--- config.mk ---
export PLATFORM = sky130hd
export DESIGN_NAME = phy_util_port
export DESIGN_NICKNAME = d
export VERILOG_FILES = /design/src/phy_util_pkg.sv /design/src/phy_util_port.sv
export VERILOG_INCLUDE_DIRS = /design/src
export SDC_FILE = /design/constraint.sdc
export NUM_CORES = 1
export LEC_CHECK = 0
export BUFFER_PORTS_ARGS = -buffer_cell sky130_fd_sc_hd__clkbuf_2
export CORE_ASPECT_RATIO = 2
export CORE_MARGIN = 3
export CORE_UTILIZATION = 55
export CTS_CLUSTER_DIAMETER = 150
export DETAILED_ROUTE_END_ITERATION = 6
export PLACE_DENSITY = 0.73
export SLEW_MARGIN = 40
export SYNTH_ARGS = -nofsm -noshare
export SYNTH_HDL_FRONTEND = slang
export SYNTH_SLANG_ARGS = --single-unit
--- constraint.sdc ---
create_clock -name MCLK_IN -period 2.29 [get_ports MCLK_IN]
set_clock_uncertainty 0.05 [all_clocks]
set_input_delay 0.229 -clock MCLK_IN [delete_from_list [all_inputs] [get_ports MCLK_IN]]
set_output_delay 0.229 -clock MCLK_IN [all_outputs]
set_load 0.005 [all_outputs]
--- src/phy_util_map.svh ---
/*
 * Register offsets, field positions, reset values and timing counts of the
 * utility bus and status pin block.
 * Assumes it is included by its bare name wherever the values are needed.
 */
`ifndef PHY_UTIL_MAP_SVH
`define PHY_UTIL_MAP_SVH

`define REF_PORT_CONFIG_ADDR   8'h40
`define MARKER_LENGTH_ADDR     8'h41
`define INT_STATUS_ADDR        8'h42
`define INT_MASK_ADDR          8'h43
`define LINE_STATUS_ADDR       8'h44

`define REF_PORT_LSB           0
`define REF_PORT_MSB           1
`define LINE_RATE_64_BIT       0

`define REF_PORT_CONFIG_RESET  8'h00
`define MARKER_LENGTH_RESET    8'h01
`define INT_MASK_RESET         4'h0

`define UNMAPPED_READ_VALUE    8'h00

// Lamp on time is 2^23 line clock cycles
`define LAMP_CYCLES            24'h800000
`define LAMP_CNT_W             24

`endif

--- src/phy_util_pkg.sv ---
/*
 * Types shared by the utility bus and status pin block.
 * Assumes phy_util_map.svh holds the numeric values.
 */
package phy_util_pkg;

	typedef struct packed {
		logic       ale;
		logic       cs_n;
		logic       rd_n;
		logic       wr_n;
		logic [7:0] ad;
	} bus_pins_type;

	typedef enum logic [1:0] {
		BUS_IDLE,
		BUS_READ,
		BUS_WRITE
	} bus_state_type;

endpackage : phy_util_pkg

--- src/phy_util_port.sv ---
/*
 * Utility bus register port and status pins of a four port line device:
 * multiplexed address/data host bus, open-drain interrupt, receive lamps,
 * receive timing marker and line rate indication.
 * Assumes every host strobe is asynchronous to MCLK_IN, while cell start,
 * good cell, timing command and interrupt source inputs are on MCLK_IN.
 */
`timescale 1ns/10ps
`include "phy_util_map.svh"

module phy_util_port (
	input  wire logic       MCLK_IN,
	input  wire logic       RESET_N_IN,
	input  wire logic [7:0] AD_IN,
	output logic      [7:0] AD_OUT,
	output logic            AD_OE_OUT,
	input  wire logic       ALE_IN,
	input  wire logic       CS_N_IN,
	input  wire logic       RD_N_IN,
	input  wire logic       WR_N_IN,
	output logic            INT_N_OUT,
	output logic            INT_N_OE_OUT,
	input  wire logic [3:0] INT_SOURCE_IN,
	input  wire logic       RATE_64_IN,
	input  wire logic [3:0] RX_CELL_START_IN,
	input  wire logic [3:0] RX_GOOD_CELL_IN,
	input  wire logic [3:0] RX_TIMING_CMD_IN,
	output logic      [3:0] RX_ACTIVITY_LAMP_N_OUT,
	output logic            RX_TIMING_MARKER_N_OUT
);

	phy_util_pkg::bus_pins_type  pins_meta_r;
	phy_util_pkg::bus_pins_type  pins_r;
	phy_util_pkg::bus_pins_type  pins_prev_r;
	phy_util_pkg::bus_state_type state_r;
	logic                        rst_meta_r;
	logic                        rst_n_r;
	logic [7:0]                  addr_r;
	logic [7:0]                  wr_data_r;
	logic [7:0]                  ref_cfg_r;
	logic [7:0]                  marker_len_r;
	logic [3:0]                  int_status_r;
	logic [3:0]                  int_mask_r;
	logic                        rate_64_r;
	logic [7:0]                  marker_cnt_r;
	logic                        read_on;
	logic                        write_on;
	logic                        write_done;
	logic                        status_read_done;
	logic [1:0]                  ref_port;

	function automatic logic [7:0] read_mux(
		input logic [7:0] addr,
		input logic [7:0] ref_cfg,
		input logic [7:0] marker_len,
		input logic [3:0] status,
		input logic [3:0] mask,
		input logic       rate_64
	);
		logic [7:0] val;
		val = `UNMAPPED_READ_VALUE;
		unique case (addr)
			`REF_PORT_CONFIG_ADDR: val = ref_cfg;
			`MARKER_LENGTH_ADDR:   val = marker_len;
			`INT_STATUS_ADDR:      val = {4'h0, status};
			`INT_MASK_ADDR:        val = {4'h0, mask};
			`LINE_STATUS_ADDR:     val = {7'h00, rate_64};
			default:               val = `UNMAPPED_READ_VALUE;
		endcase
		return val;
	endfunction : read_mux

	// Reset release passes two flops; the second one resets the block
	always_ff @(posedge MCLK_IN)
	begin
		rst_meta_r <= RESET_N_IN;
		rst_n_r    <= rst_meta_r;
	end

	// Host pins are asynchronous: two flops before any logic reads them
	always_ff @(posedge MCLK_IN)
	begin
		pins_meta_r <= {ALE_IN, CS_N_IN, RD_N_IN, WR_N_IN, AD_IN};
		pins_r      <= pins_meta_r;
		pins_prev_r <= pins_r;
	end

	assign read_on  = !pins_r.cs_n && !pins_r.rd_n && pins_r.wr_n;
	assign write_on = !pins_r.cs_n && !pins_r.wr_n && pins_r.rd_n;
	// Write ends at the first of WR or CS going high
	assign write_done = (state_r == phy_util_pkg::BUS_WRITE) && !write_on;
	assign status_read_done = (state_r == phy_util_pkg::BUS_READ) && !read_on
		&& (addr_r == `INT_STATUS_ADDR);
	assign ref_port = ref_cfg_r[`REF_PORT_MSB:`REF_PORT_LSB];

	// ALE low during data keeps the latched address stable
	always_ff @(posedge MCLK_IN)
	begin
		if (!rst_n_r)
			addr_r <= 8'h00;
		else if (pins_prev_r.ale && !pins_r.ale)
			addr_r <= pins_prev_r.ad;
	end

	always_ff @(posedge MCLK_IN)
	begin
		if (!rst_n_r)
			state_r <= phy_util_pkg::BUS_IDLE;
		else
		begin
			unique case (state_r)
				phy_util_pkg::BUS_IDLE:
					if (read_on)
						state_r <= phy_util_pkg::BUS_READ;
					else if (write_on)
						state_r <= phy_util_pkg::BUS_WRITE;
				phy_util_pkg::BUS_READ:
					if (!read_on)
						state_r <= phy_util_pkg::BUS_IDLE;
				phy_util_pkg::BUS_WRITE:
					if (!write_on)
						state_r <= phy_util_pkg::BUS_IDLE;
				// The unused fourth code returns to idle
				default:
					state_r <= phy_util_pkg::BUS_IDLE;
			endcase
		end
	end

	// Data follows the pins while the strobe is low; last value is kept
	always_ff @(posedge MCLK_IN)
	begin
		if (!rst_n_r)
			wr_data_r <= 8'h00;
		else if (write_on)
			wr_data_r <= pins_r.ad;
	end

	always_ff @(posedge MCLK_IN)
	begin
		if (!rst_n_r)
		begin
			ref_cfg_r    <= `REF_PORT_CONFIG_RESET;
			marker_len_r <= `MARKER_LENGTH_RESET;
			int_mask_r   <= `INT_MASK_RESET;
		end
		else if (write_done)
		begin
			if (addr_r == `REF_PORT_CONFIG_ADDR)
				ref_cfg_r <= wr_data_r;
			if (addr_r == `MARKER_LENGTH_ADDR)
				marker_len_r <= wr_data_r;
			if (addr_r == `INT_MASK_ADDR)
				int_mask_r <= wr_data_r[3:0];
		end
	end

	// Read data is driven only for a read in progress
	always_ff @(posedge MCLK_IN)
	begin
		if (!rst_n_r)
		begin
			AD_OUT    <= 8'h00;
			AD_OE_OUT <= 1'b0;
		end
		else
		begin
			AD_OUT    <= read_mux(addr_r, ref_cfg_r, marker_len_r,
				int_status_r, int_mask_r, rate_64_r);
			AD_OE_OUT <= read_on;
		end
	end

	// Sticky sources; a new event beats the clear at read completion
	always_ff @(posedge MCLK_IN)
	begin
		if (!rst_n_r)
			int_status_r <= 4'h0;
		else if (status_read_done)
			int_status_r <= INT_SOURCE_IN;
		else
			int_status_r <= int_status_r | INT_SOURCE_IN;
	end

	// Open drain: low is driven, high is released
	always_ff @(posedge MCLK_IN)
	begin
		if (!rst_n_r)
		begin
			INT_N_OUT    <= 1'b0;
			INT_N_OE_OUT <= 1'b0;
		end
		else
		begin
			INT_N_OUT    <= 1'b0;
			INT_N_OE_OUT <= |(int_status_r & int_mask_r);
		end
	end

	// Rate strap caught while the block is held in reset
	always_ff @(posedge MCLK_IN)
	begin
		if (!rst_n_r)
			rate_64_r <= RATE_64_IN;
	end

	generate
		for (genvar p = 0; p < 4; p++)
		begin : lamp_gen
			logic [`LAMP_CNT_W-1:0] cnt_r;
			always_ff @(posedge MCLK_IN)
			begin
				if (!rst_n_r)
				begin
					cnt_r                     <= '0;
					RX_ACTIVITY_LAMP_N_OUT[p] <= 1'b1;
				end
				else if (RX_CELL_START_IN[p] && RX_GOOD_CELL_IN[p])
				begin
					cnt_r                     <= `LAMP_CYCLES - 24'h000001;
					RX_ACTIVITY_LAMP_N_OUT[p] <= 1'b0;
				end
				else if (cnt_r != '0)
					cnt_r <= cnt_r - 24'h000001;
				else
					RX_ACTIVITY_LAMP_N_OUT[p] <= 1'b1;
			end
		end
	endgenerate

	// Zero length still gives a one cycle marker
	always_ff @(posedge MCLK_IN)
	begin
		if (!rst_n_r)
		begin
			marker_cnt_r           <= 8'h00;
			RX_TIMING_MARKER_N_OUT <= 1'b1;
		end
		else if (RX_TIMING_CMD_IN[ref_port])
		begin
			marker_cnt_r <= (marker_len_r == 8'h00) ? 8'h00
				: marker_len_r - 8'h01;
			RX_TIMING_MARKER_N_OUT <= 1'b0;
		end
		else if (marker_cnt_r != 8'h00)
			marker_cnt_r <= marker_cnt_r - 8'h01;
		else
			RX_TIMING_MARKER_N_OUT <= 1'b1;
	end

endmodule : phy_util_port

==> impl_results.md <==
- Routed length per instance: between 15 and 20 um
- DRC: 0
- Initial antenna violation count: 0
- Most frequent cell after synthesis: dfxtp_1
- Die height: 180 um
- Mapped Nets: approximately 900
- Final Hold Vio Count: 0
- Status: finished clean
- Power Density: 876 mW/mm^2
- Routed length on met3: about 390 um
- Max Clk Rate: approximately 0.45 GHz
- Post-route ant nets: 0
- Post-synthesis compound-gate area fraction: ~14%
- Min-Delay Endpoint: lamp_gen[3].cnt_r[21]
- Simple-Gate Fraction of Synth Area: roughly 20%
- Unrepaired setup endpoints after global routing: yes
- Ys async rst share: 0%
- Synth warn: 0
- Max-cap violations: 0
- Buffers on Ports: 45
- Inst Count DP: between 1,000 and 1,500
- Placer congestion estimate: between 0.8 and 0.9
- DIE AREA: around 0.017 mm^2
- Max clock buf depth: 2
- Largest family of logic cells by synthesized area: simple AND/OR/NAND/NOR gates
- Hpwl dp: 12,700 um
- Pleak: 3.69 nW
- Critical R2R Launch: lamp_gen[2].cnt_r[17]
- Core ar.: around 0.015 mm^2
- Metal2 WL: about 10,000 um
- Hold_sp: RX_GOOD_CELL_IN[3]
- Yosys top cell by area: dfxtp_1
- Router iterations before antenna repair: 4
- Clock-pin slew on the worst setup and hold paths: 0.07 ns
- Synth unique cells: 65
- Post-synthesis sequential area ratio: a little under half
- Starting Density: between 50% and 60%
- Number of synthesized flops with an enable pin: 1
- WL met1: 6940 um
- R2R Setup Slk: approximately 0.081 ns
- Tcrit/Tclk final: between 90% and 100%
- # rows: 62
- CP arrival: between 2 and 2.5 ns
- CP Launch Type: flop
- Area delta synth->final: 18.0%
- Die W: about 93 um
- Total number of vias: 6,776
- Post-synthesis cell area: 0.00829 mm^2
- Clock root cell: clkbuf_16
- Syn avg cell area: between 9 and 10 um^2
- Relative slew slack: between 50 and 60%
- Worst-path maximum fanout: 9
- CTS H-tree lvls: 4
- Maximum VDD drop: roughly 0.51 mV
- Total Wirelength: 18,100 um
- Synth top area share: between 40% and 50%
- Adder-Cell Fraction of Synth Area: around 1.2%
- TritonCTS clock tree: built
- Sinks on Clock Net: 197
- Max-slew violation count: 0
- Cell count after synthesis: between 800 and 900
- Min cycle time layout: roughly 2.2 ns
- Largest net degree at the start of global routing: 36
- Vias in the first global route: between 6,000 and 7,000
- Clk_lat worst skew: 0.43 ns
- Gr ovfl total: 0
- Ant diodes: 0
- Max layer used: met4
- First-pass GRT wire length: approximately 31,000 um
- GRT Overall Usage: about 22%
- Area contributors post-synth: dfxtp_1, a21oi_1, mux2i_1
- I/O Pins: 47
- # setup viols final: 0
- Vias per cell: about 5.8
- Top FF cell, synth: dfxtp_1
- Crit. End Element: flop
- Mux cell area share after synthesis: 6.06%
- Share of layout cells above drive strength 1: 16.0%
- Drt first-iter violations: around 280
- Post-synth top cells: dfxtp_1, a21oi_1, nor2_1
- TNS Setup: 0 ns
- Fin nets: slightly above 1,000
- Xor/xnor share of the synthesized area: 8.13%
- Crit path from: lamp_gen[2].cnt_r[17]
- Hold Crit Class: in -> reg
- Worst-margin pin slew: ~0.6 ns
- Layout Cells excl Fill: about 1,200
- WS Path Type: reg -> reg
- WHS Path Cells: 3
- Setup Fix Bufs, Post-CTS: 0
- WP data required: ~2.6 ns
- Register bit count reported by yosys: just under 200
- Reg2reg path depth: 5
- CTS Buf Count: 17
- Capturing point of the worst reg2reg path: lamp_gen[2].cnt_r[15]
==> placed cells by master (no fill, tap or decap), drive strengths merged, types with 7 or more instances in the layout <==
cell,count
dlygate4sd3,18
dfxtp,196
nor4,35
a21oi,84
or4,20
mux2i,39
o211ai,10
xor2,40
o21ai,46
xnor2,37
ha,8
or3,15
nand3,21
nor2,79
a2111oi,7
a31oi,18
nor3b,8
buf,49
inv,27
nor3,29
o22a,8
clkbuf,63
nand2,36
==> cells by family (layout without fill, tap and decap cells) <==
logic type                 count (synthesis)  after routing
and+or+nand+nor                          292            292
buffers and inverters                     62            164
DFF                                      197            197
muxes                                     45             45
adders and majority gates                  8              8
other                                      1              1
AOI/OAI and AO/OA                        197            197
xor gates and xnor gates                  77             77
==> power breakdown <==
part | switching (W) | total [W] | leakage, nW | internal [W]
registers | 0.000297 | 0.00403 | 1.63 | 0.00373
logic | 0.000867 | 0.00166 | 1.77 | 0.000792
clock network | 0.00135 | 0.00288 | 0.280 | 0.00153
total | 0.00251 | 0.00857 | 3.69 | 0.00605
==> sequential cells by signal, indices dropped and copies added (netlist names), 4 cells and up <==
signal                  count
AD_OUT                      8
RX_ACTIVITY_LAMP_N_OUT      4
addr_r                      8
int_mask_r                  4
int_status_r                4
lamp_gen.cnt_r             96
marker_cnt_r                8
marker_len_r                8
pins_meta_r                12
pins_prev_r                 9
pins_r                     12
ref_cfg_r                   8
wr_data_r                   8
==> worst max-delay path, stage by stage (launching register included) <==
cell and delay, ns:
dfxtp_1 0.34, or4_4 0.55, or4_4 0.59, o211ai_4 0.31
xor2_1 0.18, a21oi_1 0.08
==> stage by stage <==
step | power, W | cell area (um^2) | util [%] | setup WS [ns] | hold slack [ns]
after global routing | 0.00898 | 9780 | 67.1 | -0.000505 | 0.188
after CTS | 0.00859 | 9730 | 66.7 | 0.0504 | 0.159
after floorplan | 0.00525 | 8290 | - | 0.0600 | 0.207
after global placement | 0.00565 | 8990 | 61.6 | 0.112 | 0.260
after detailed placement | 0.00569 | 8990 | 61.6 | 0.0784 | 0.264
final | 0.00857 | 9780 | 67.1 | 0.0811 | 0.170
==> what timing repair did <==
action / CTS / global route
hold endpoints to repair: 18 / 0
hold buffers: 18 / 0
resized for setup: 0 / 10
endpoints found under the setup margin: 0 / 15
==> worst max-delay path by stage <==
| stage | to | slack [ns] | cells past startpoint |
|---|---|---|---|
| finish | lamp_gen[2].cnt_r[15] | 0.08 | 5 |
| global route | lamp_gen[1].cnt_r[19] | -0.0005 | 8 |
| CTS | lamp_gen[2].cnt_r[23] | 0.05 | 6 |
| detailed placement | lamp_gen[2].cnt_r[15] | 0.08 | 5 |
| global placement | lamp_gen[2].cnt_r[15] | 0.11 | 5 |
| floorplan | lamp_gen[2].cnt_r[1] | 0.06 | 6 |
==> final cells by class <==
type	instances	area, um^2
Clock buffer	18	429
Clock inverter	14	136
Fill cell	1234	4800
Inverter	20	76.3
Multi-Input combinational cell	620	4150
Sequential cell	197	3950
Tap cell	192	240
Timing Repair Buffer	112	798
==> per-layer routing <==
metal	GRT usage [%]	vias to the layer above
met5	0	-
met4	9.98	0
met3	3.47	39
met2	43.2	107
met1	22.3	3255
li1	-	3375
Note: power is estimated with default switching activity, not from simulation.
